--- config.mk ---
export PLATFORM = sky130hd
export DESIGN_NAME = ocr_option_config_registers
export DESIGN_NICKNAME = d
export VERILOG_FILES = /design/src/ocr_pkg.sv /design/src/ocr_option_config_registers.sv
export VERILOG_INCLUDE_DIRS = /design/src
export SDC_FILE = /design/constraint.sdc
export NUM_CORES = 1
export LEC_CHECK = 0
export BUFFER_PORTS_ARGS = -buffer_cell sky130_fd_sc_hd__buf_2
export CAP_MARGIN = 15
export CORE_MARGIN = 3
export CORE_UTILIZATION = 37
export DETAILED_ROUTE_END_ITERATION = 12
export PLACE_DENSITY = 0.8
export REMOVE_ABC_BUFFERS = 1
export SLEW_MARGIN = 20
export SYNTH_ARGS = -nofsm -noshare
export SYNTH_HDL_FRONTEND = slang
export SYNTH_SLANG_ARGS = --single-unit
--- constraint.sdc ---
create_clock -name clk -period 1.2 [get_ports clk]
set_input_delay 0.12 -clock clk [delete_from_list [all_inputs] [get_ports clk]]
set_output_delay 0.12 -clock clk [all_outputs]
set_load 0.02 [all_outputs]
--- src/ocr_regs.svh ---
// register offsets, field positions, reset values and timing counts for the option registers
`ifndef OCR_REGS_SVH
`define OCR_REGS_SVH
`define OCR_SYNC_PIN_SELECT_ADDR     16'h001D
`define OCR_SYSTEM_OPTION_ONCE_ADDR  16'h001F
`define OCR_SPS_SOG_BIT              0
`define OCR_SPS_HSYNC_BIT            1
`define OCR_SPS_VSYNC_BIT            2
`define OCR_SOO_WDOG_DIS_BIT         0
`define OCR_SOO_STOP_EN_BIT          1
`define OCR_SOO_WDOG_RATE_BIT        2
`define OCR_SOO_SHORT_REC_BIT        3
`define OCR_SPS_RESET                8'h00
`define OCR_SOO_RESET                8'h00
`define OCR_SPS_WMASK                8'h07
`define OCR_SOO_WMASK                8'h0F
`define OCR_REC_SHORT_CYC            13'h0020
`define OCR_REC_LONG_CYC             13'h1000
`define OCR_WDOG_SHORT_CYC           19'h01FF0
`define OCR_WDOG_LONG_CYC            19'h3FFF0
`endif

--- src/ocr_pkg.sv ---
// types shared by the option configuration register bank
package ocr_pkg;
	typedef struct packed {
		logic [15:0] addr;
		logic [7:0]  wdata;
		logic        wr;
		logic        rd;
	} ocr_bus_req_s;
	typedef struct packed {
		logic hsync_out_enable;
		logic vsync_out_enable;
		logic sync_on_green_enable;
		logic pe0_timer_select;
	} ocr_pin_mux_s;
	typedef struct packed {
		logic        short_stop_recovery;
		logic        watchdog_rate_select;
		logic        stop_enable;
		logic        watchdog_disable;
		logic        watchdog_enable;
		logic [12:0] stop_recovery_cycles;
		logic [18:0] watchdog_timeout_cycles;
	} ocr_sys_opt_s;
	typedef struct packed {
		logic [7:0] sps;
		logic [7:0] soo;
		logic       soo_locked;
		logic [7:0] rdata;
	} ocr_state_s;
endpackage

--- src/ocr_option_config_registers.sv ---
// option configuration register bank: pin function select and write-once system options
//
// Strobed register access is this design's own decision.
`include "ocr_regs.svh"

module ocr_option_config_registers (
	input  wire logic                 clk,
	input  wire logic                 rst_n,
	input  wire ocr_pkg::ocr_bus_req_s bus_req,
	output logic [7:0]                rdata,
	input  wire logic                 chan0_edge_level_b,
	input  wire logic                 chan0_edge_level_a,
	input  wire logic                 stop_exit_by_reset,
	output ocr_pkg::ocr_pin_mux_s     pin_mux,
	output ocr_pkg::ocr_sys_opt_s     sys_opt,
	output logic                      stop_opcode_illegal
);
	import ocr_pkg::*;

	// registered state and its next value
	ocr_state_s  state_ff;
	ocr_state_s  nxt_state;

	// address decode results
	logic        hit_sps;
	logic        hit_soo;

	// strobes qualified by the decode
	logic        wr_sps;
	logic        wr_soo;
	logic        rd_sps;
	logic        rd_soo;

	// write-once gate for the system option register
	logic        soo_write_open;
	logic        soo_write_take;

	// write data with unused bits masked off
	logic [7:0]  sps_wdata_masked;
	logic [7:0]  soo_wdata_masked;

	// read data chosen for the following cycle
	logic [7:0]  rdata_sel;

	// sync pin select fields
	logic        fld_sog_enable;
	logic        fld_hsync_enable;
	logic        fld_vsync_enable;

	// system option fields
	logic        fld_watchdog_disable;
	logic        fld_stop_enable;
	logic        fld_watchdog_rate;
	logic        fld_short_recovery;

	// timer channel claim on port E bit 0
	logic        timer_edge_level_any;

	// stop recovery choice
	logic        use_short_recovery;
	logic [12:0] recovery_cycles;

	// watchdog timeout choice
	logic [18:0] timeout_cycles;

	// address decode
	assign hit_sps = (bus_req.addr == `OCR_SYNC_PIN_SELECT_ADDR);
	assign hit_soo = (bus_req.addr == `OCR_SYSTEM_OPTION_ONCE_ADDR);

	// write strobes per register
	assign wr_sps = bus_req.wr && hit_sps;
	assign wr_soo = bus_req.wr && hit_soo;

	// read strobes per register
	assign rd_sps = bus_req.rd && hit_sps;
	assign rd_soo = bus_req.rd && hit_soo;

	// lock is open from reset until the first write, whatever its data
	assign soo_write_open = !state_ff.soo_locked;
	assign soo_write_take = wr_soo && soo_write_open;

	// unused bits never store, so they always read zero
	assign sps_wdata_masked = bus_req.wdata & `OCR_SPS_WMASK;
	assign soo_wdata_masked = bus_req.wdata & `OCR_SOO_WMASK;

	// read mux, unmapped addresses read zero
	always_comb begin
		rdata_sel = 8'h00;
		if (rd_sps) begin
			rdata_sel = state_ff.sps;
		end else if (rd_soo) begin
			rdata_sel = state_ff.soo;
		end
	end

	// next state: register writes, write-once lock, read data
	always_comb begin
		nxt_state = state_ff;
		if (wr_sps) begin
			nxt_state.sps = sps_wdata_masked;
		end
		// later writes are dropped silently until the next reset
		if (soo_write_take) begin
			nxt_state.soo        = soo_wdata_masked;
			nxt_state.soo_locked = 1'b1;
		end
		// read data stands for one cycle, then falls back to zero
		nxt_state.rdata = rdata_sel;
	end

	// state register with synchronous reset
	always_ff @(posedge clk) begin
		if (!rst_n) begin
			state_ff.sps        <= `OCR_SPS_RESET;
			state_ff.soo        <= `OCR_SOO_RESET;
			state_ff.soo_locked <= 1'b0;
			state_ff.rdata      <= 8'h00;
		end else begin
			state_ff <= nxt_state;
		end
	end

	// read data leaves straight from its flip-flops
	assign rdata = state_ff.rdata;

	// sync pin select fields
	assign fld_sog_enable   = state_ff.sps[`OCR_SPS_SOG_BIT];
	assign fld_hsync_enable = state_ff.sps[`OCR_SPS_HSYNC_BIT];
	assign fld_vsync_enable = state_ff.sps[`OCR_SPS_VSYNC_BIT];

	// system option fields
	assign fld_watchdog_disable = state_ff.soo[`OCR_SOO_WDOG_DIS_BIT];
	assign fld_stop_enable      = state_ff.soo[`OCR_SOO_STOP_EN_BIT];
	assign fld_watchdog_rate    = state_ff.soo[`OCR_SOO_WDOG_RATE_BIT];
	assign fld_short_recovery   = state_ff.soo[`OCR_SOO_SHORT_REC_BIT];

	// any nonzero edge/level select claims port E bit 0 for the timer
	assign timer_edge_level_any = chan0_edge_level_b || chan0_edge_level_a;

	// pin multiplexer controls
	always_comb begin
		pin_mux.hsync_out_enable     = fld_hsync_enable;
		pin_mux.vsync_out_enable     = fld_vsync_enable;
		pin_mux.sync_on_green_enable = fld_sog_enable;
		// sync-on-green wins over the timer channel
		pin_mux.pe0_timer_select     = !fld_sog_enable && timer_edge_level_any;
	end

	// a stop ended by reset never takes the short delay
	assign use_short_recovery = fld_short_recovery && !stop_exit_by_reset;

	// stop recovery length
	always_comb begin
		if (use_short_recovery) begin
			recovery_cycles = `OCR_REC_SHORT_CYC;
		end else begin
			recovery_cycles = `OCR_REC_LONG_CYC;
		end
	end

	// watchdog timeout length
	always_comb begin
		if (fld_watchdog_rate) begin
			timeout_cycles = `OCR_WDOG_SHORT_CYC;
		end else begin
			timeout_cycles = `OCR_WDOG_LONG_CYC;
		end
	end

	// system option levels, set by the first write and held until reset, with the recovery length also switched by stop_exit_by_reset
	always_comb begin
		sys_opt.short_stop_recovery     = fld_short_recovery;
		sys_opt.watchdog_rate_select    = fld_watchdog_rate;
		sys_opt.stop_enable             = fld_stop_enable;
		sys_opt.watchdog_disable        = fld_watchdog_disable;
		sys_opt.watchdog_enable         = !fld_watchdog_disable;
		sys_opt.stop_recovery_cycles    = recovery_cycles;
		sys_opt.watchdog_timeout_cycles = timeout_cycles;
	end

	// decoder treats the stop opcode as illegal unless enabled
	assign stop_opcode_illegal = !fld_stop_enable;
endmodule

==> results of run 1 <==
[worst reg2reg max path, stage by stage (launching register included)]
cell and delay, ns:
dfxtp_1 0.34, nor3_4 0.32, mux2i_1 0.21
[power by group through the flow]
stage / Sequential [mW] / Combinational [mW] / Clock, mW
floorplan: 0.407 / 0.103 / 0
detailed placement: 0.407 / 0.165 / 0
finish: 0.398 / 0.168 / 0.320
CTS: 0.398 / 0.166 / 0.334
global placement: 0.407 / 0.163 / 0
global route: 0.398 / 0.181 / 0.349
[worst paths after layout]
check | from | endpoint | slack (ns) | cells past startpoint
max reg2reg | state_ff[8] | sys_opt[33] | 0.27 | 2
min reg2reg | sys_opt[36] | rdata[3] | 0.47 | 2
min | bus_req[5] | sys_opt[36] | 0.09 | 3
max | sys_opt[36] | sys_opt[24] | 0.16 | 3
[placed cells by master, fill, tap and decap left out]
cell / Yosys / routed
buf_2: 0 / 47
conb_1: 2 / 29
dfxtp_1: 12 / 12
nand2_1: 11 / 11
nor2_1: 7 / 7
mux2i_1: 7 / 7
inv_1: 5 / 5
o21ai_0: 3 / 3
nand3_1: 3 / 3
a21oi_1: 3 / 3
clkbuf_4: 0 / 3
nand2b_1: 2 / 2
buf_4: 45 / 2
nor4_2: 1 / 1
nor4b_4: 1 / 1
and4bb_1: 1 / 1
nor3b_1: 1 / 1
and4_1: 1 / 1
a31oi_1: 1 / 1
nand4_2: 1 / 1
nor3_4: 1 / 1
nor2b_1: 1 / 1
or2_1: 1 / 1
clkbuf_8: 0 / 1
[metal layers]
| layer | vias to the layer above | share of wire | global-route usage |
|---|---|---|---|
| li1 | 352 | - | - |
| met1 | 301 | 0.37 | 0.118 |
| met2 | 56 | 0.45 | 0.169 |
| met3 | 3 | 0.17 | 0.0394 |
| met4 | 0 | 0.017 | 0.0610 |
| met5 | - | 0 | 0 |
[per-stage QoR]
step	worst slack (ns)	TNS, ns	hold slack [ns]	power, mW	cell area (um^2)
after floorplan	0.0860	0	0.248	0.510	676
after global placement	-0.101	-0.616	0.375	0.570	961
after detailed placement	-0.119	-0.756	0.377	0.572	961
after CTS	0.147	0	0.0810	0.897	997
after global routing	0.00542	0	0.0939	0.928	997
final	0.156	0	0.0892	0.885	997
[flip-flops by register name, indices dropped and copies added, names as in the netlist]
register	flops
sys_opt	4
pin_mux	3
rdata	4
state_ff	1
[final cells by class]
cell class | instances | area [um^2] | area share
Multi-Input combinational cell | 75 | 417 | 0.418
Timing Repair Buffer | 49 | 250 | 0.251
Sequential cell | 12 | 240 | 0.241
Clock buffer | 4 | 36.3 | 0.0364
Tap cell | 28 | 35.0 | 0.0351
Inverter | 5 | 18.8 | 0.0188
[logic make-up after synthesis]
logic type | after synthesis | share of synthesized area
compound gates | 7 | 0.0395
buf+inv | 52 | 0.396
flops | 12 | 0.261
mux | 7 | 0.0762
other cells | 2 | 0.00817
simple gates | 32 | 0.219
==> metrics.sh, run 1 <==
RUN_STATUS='complete, no violations'
DIE_W_UM=55.9
P_INT_uW=629
FIRST_PASS_GRT_WIRE_LENGTH_UM=2590
PORT-BUFFER-COUNT=47
POST_SYNTH_MOST_FREQUENT_CELLS='buf_4, dfxtp_1, nand2_1'
OVERALL_VIA_COUNT_FROM_DETAIL_ROUTE=712
SYNTH_CELL_TYPE_COUNT=23
IO_PINS=81
HOLD_VIOL=0
INSERTION_DELAY_NS=0.27
NETLIST.AREA_LEADER.SHARE=0.367
CTS_POST_SETUP_BUFFERS_INSERTED=0
P_COMB_FRAC=0.189
SWITCH_SHARE=0.290
TOTAL_LEAKAGE_POWER_nW=0.514
CRITICAL_PATH.N_BUFFERS_INVERTERS=2
DIE-HEIGHT_UM=55.9
NUM_ROWS=17
GLOBALROUTEOVERFLOWTOTAL=0
SYNTH.YOSYS.WARNINGS=0
VIAS_PER_CELL=4.12
FINAL_CORE_UTILIZATION=0.438
SYNTH.YOSYS.SEQ_AREA_SHARE=0.261
CP_CELL_SEQUENCE='nand2b_1, inv_1, buf_2'
CPLARGESTDELAYFAMILY='flip-flops'
SYNTHMOSTINSTANTIATEDCELL='buf_4'
TIMING.CRITICAL_PATH.FROM_TYPE='flip-flop'
ROUTED_WIRELENGTH_UM=1660
WORSTPATHARRIVAL_NS=0.92
LAYOUT.CELLS.NON_FILLER=173
NNETSFINAL=177
CTS_BUFFERS=3
ANTENNA_VIOLATIONS_BEFORE_REPAIR=0
REPORT.FINAL.SETUP_VIOL=0
WORST_SETUP_PATH_END_KIND='primary output'
FIRST_GLOBAL_VIAS=611
POWER.SEQUENTIAL.FRACTION=0.449
MAX-CLOCK-PATH-BUFFERS=2
DRTPASS1ITERATIONS=4
CLOCK-ROOT-BUFFER='clkbuf_4'
N_FILL_CELL=235
STARTING_DENSITY_OF_THE_CORE=0.404
PLACE_INST=169
GRT_SETUP_UNREPAIRED='no'
SYNTHESIS.AREA_PER_INSTANCE_UM2=8.21
HOLDCRITPATHCLASS='in -> reg'
CTS_HOLD_REPAIR.BUFFERS=0
SYNTH-SEQ-CELLS=12
GP_CONGESTION=0.697
ANT_NETS=0
NETLIST_TOP_CELLS_AREA='buf_4, dfxtp_1, mux2i_1'
POST_SYNTH_TOP_AREA_CELL='buf_4'
WORST-ENDPOINT-REQUIRED_NS=1.08
POSTSYNTH.TOPFLOPCELL='dfxtp_1'
CP_MAX_FO=4
CTS_HTREE_LEVELS=1
CLK_PIN_SLEW_NS=0.07
CRITICALPATHCATEGORY='reg -> out'
POWER.DENSITY_mW_PER_MM2=888
FP.COREAREA_MM2=0.00228
ANTENNA-DIODE-COUNT=0
CRIT_SLOWEST_CELL='dfxtp_1'
DIE-AREA_MM2=0.00312
CLOCK_SINKS=12
GRT_MAX_DEGREE=11
MAX_CAPACITANCE_VIOLATION_TOTAL=0
POWER.CLOCK.FRACTION=0.362
CRITICAL_PATH.MAX_STAGE_DELAY_NS=0.38
SLEW_VIOLATIONS=0
DETAILED_PLACE_HPWL_UM=1470
SWITCHING_POWER_uW=257
POWER.IR.VDD_WORST_mV=0.448
SYNTHARSTFLOPSHARE=0
TRITONCTS='built'
TIMING.CLOCK.SKEW_NS=0.00505
CTSRESIZECOUNT=0
MIN_PERIOD_NS=1.04
FMAX_GHz=0.957
DRC=0
SYNTH.CELL_AREA_UM2=920
GRT_USE_TOTAL=0.105
AREAGROWTHSYNTHTOFINISH_PCT=8.44
FIRST_ITER_VIOLATIONS=9
POST_ROUTE_CELLS_DRIVE_ABOVE_1_SHARE=0.393
ROUTEDWLPERCELL_UM=9.58
LAYOUT_WORST_PATH_CYCLE_SHARE=0.870
SYNTH_EDF_COUNT=0
SYN_INST=112
(Power assumes the default switching activity.)
==> run 2: changes to the inputs <==
--- a/config.mk
+++ b/config.mk
@@ -7,13 +7,13 @@
 export NUM_CORES = 1
 export LEC_CHECK = 0
 export BUFFER_PORTS_ARGS = -buffer_cell sky130_fd_sc_hd__buf_2
-export CAP_MARGIN = 15
+export CAP_MARGIN = 30
 export CORE_MARGIN = 3
-export CORE_UTILIZATION = 37
+export CORE_UTILIZATION = 39
+export CTS_BUF_LIST = sky130_fd_sc_hd__clkbuf_8
 export DETAILED_ROUTE_END_ITERATION = 12
-export PLACE_DENSITY = 0.8
+export PLACE_DENSITY = 0.84
 export REMOVE_ABC_BUFFERS = 1
-export SLEW_MARGIN = 20
 export SYNTH_ARGS = -nofsm -noshare
 export SYNTH_HDL_FRONTEND = slang
 export SYNTH_SLANG_ARGS = --single-unit
==> metrics.sh, run 2 (synthesis gave the netlist of run 1 again) <==
RUN_STATUS='complete, no violations'
MIN_PERIOD_NS=1.09
POWER.DENSITY_mW_PER_MM2=973
NNETSFINAL=177
DIE-AREA_MM2=0.00298
FIRST_GLOBAL_VIAS=583
HOLDCRITPATHCLASS='in -> reg'
DETAILED_PLACE_HPWL_UM=1420
POWER.IR.VDD_WORST_mV=0.391
R2R_START='state_ff[8]'
WORST-ENDPOINT-REQUIRED_NS=1.36
FIRST_ITER_VIOLATIONS=9
INSERTION_DELAY_NS=0.23
TOTAL_LEAKAGE_POWER_nW=0.524
DRTPASS1ITERATIONS=4
ANT_NETS=0
MAX-CLOCK-PATH-BUFFERS=2
CP_MAX_FO=4
ROUTEDWLPERCELL_UM=9.44
HOLD_VIOL=0
VIAS_PER_CELL=4.03
GR_UTIL_MET3=0.0245
SLEW_VIOLATIONS=0
ANTENNA_VIOLATIONS_BEFORE_REPAIR=0
CLK_PIN_SLEW_NS=0.05
WORSTPATHARRIVAL_NS=1.25
REPORT.FINAL.SETUP_VIOL=0
CTS_HTREE_LEVELS=1
CTS_BUFFERS=3
GRT_MAX_DEGREE=11
OVERALL_VIA_COUNT_FROM_DETAIL_ROUTE=693
NUM_ROWS=16
DIE-HEIGHT_UM=54.6
GLOBALROUTEOVERFLOWTOTAL=0
WORST_SETUP_PATH_END_KIND='flip-flop'
WHS_NS=0.137
MAX_CAPACITANCE_VIOLATION_TOTAL=0
TIMING.CLOCK.SKEW_NS=0.000952
TIMING.RR.END='sys_opt[35]'
IO_PINS=81
FP.COREAREA_MM2=0.00210
FINAL_CORE_UTILIZATION=0.485
ANTENNA-DIODE-COUNT=0
GRT_USE_TOTAL=0.104
STARTING_DENSITY_OF_THE_CORE=0.437
GRT.MET1_USAGE=0.116
CTS_HOLD_REPAIR.BUFFERS=0
CLOCK-ROOT-BUFFER='clkbuf_8'
CLOCK_SINKS=12
POST_ROUTE_CELLS_DRIVE_ABOVE_1_SHARE=0.400
HOLD_PATH_STARTPOINT='bus_req[5]'
AREAGROWTHSYNTHTOFINISH_PCT=10.9
LAYOUT_WORST_PATH_CYCLE_SHARE=0.907
GLOBALROUTEMET2UTIL=0.189
FIRST_PASS_GRT_WIRE_LENGTH_UM=2260
DRC=0
FINAL_COMMON_CELL='buf_2'
FMAX_GHz=0.918
WHS_PATH_DEPTH=3
GLOBALROUTE.BUSIESTLAYER='met2'
TRITONCTS='built'
ROUTED_WIRELENGTH_UM=1620
CRITICALPATHCATEGORY='in -> reg'
WORST_HOLD_ENDPOINT='sys_opt[36]'
GP_CONGESTION=0.722
DIE_W_UM=54.6
FF2FF_PATH_DEPTH=2
GRT_SETUP_UNREPAIRED='no'
LAYOUT_COMMON_CELLS='buf_2, conb_1, dfxtp_1'
PORT-BUFFER-COUNT=47
SETUP.REG_TO_REG.WORST_SLACK_NS=0.26
TIMING.CRITICAL_PATH.FROM_TYPE='input port'
run 2: timing repair:
item	CTS	global route
setup endpoints to repair	0	4
setup buffers	0	0
gates resized for setup	0	1
run 2: metal layers:
| layer | up-vias | routed length (um) |
|---|---|---|
| li1 | 351 | - |
| met3 | 0 | 252 |
| met2 | 52 | 760 |
| met1 | 290 | 612 |
| met4 | 0 | 0 |
| met5 | - | 0 |
run 2: per-stage QoR:
| step | setup TNS [ns] | instances | worst slack [ns] | area (um^2) | power [mW] |
|---|---|---|---|---|---|
| finish | 0 | 172 | 0.111 | 1020 | 0.992 |
| global route | 0 | 172 | 0.0200 | 1020 | 1.03 |
| CTS | 0 | 172 | 0.0977 | 1010 | 0.999 |
| detailed placement | -1.05 | 168 | -0.141 | 960 | 0.572 |
| global placement | -0.495 | 168 | -0.0776 | 960 | 0.571 |
| floorplan | 0 | 92 | 0.0860 | 676 | 0.510 |
run 2: worst max-delay path by stage:
stage | slack [ns] | end | startpoint
final | 0.11 | sys_opt[35] | bus_req[16]
after global routing | 0.02 | pin_mux[2] | bus_req[16]
after CTS | 0.1 | sys_opt[35] | bus_req[16]
after detailed placement | -0.14 | sys_opt[35] | bus_req[16]
after global placement | -0.08 | sys_opt[34] | bus_req[16]
after floorplan | 0.09 | sys_opt[13] | sys_opt[35]
run 2: layout make-up:
class / count / area, um^2
fillers: 207 / 1080
multi-input cells: 75 / 422
repair buffers: 49 / 250
flip-flops and latches: 12 / 240
clock buffers: 4 / 55.1
well taps: 27 / 33.8
inverters: 5 / 18.8
run 2: critical path, stage by stage:
cell,delay [ns]
buf_2,0.10
nor4_2,0.31
nand4_2,0.21
nor3_4,0.29
mux2i_1,0.22
run 2: power breakdown:
part,switching (mW),total [mW],internal (mW)
combinational,0.122,0.169,0.0468
sequential,0.00000213,0.399,0.399
clock,0.135,0.424,0.289
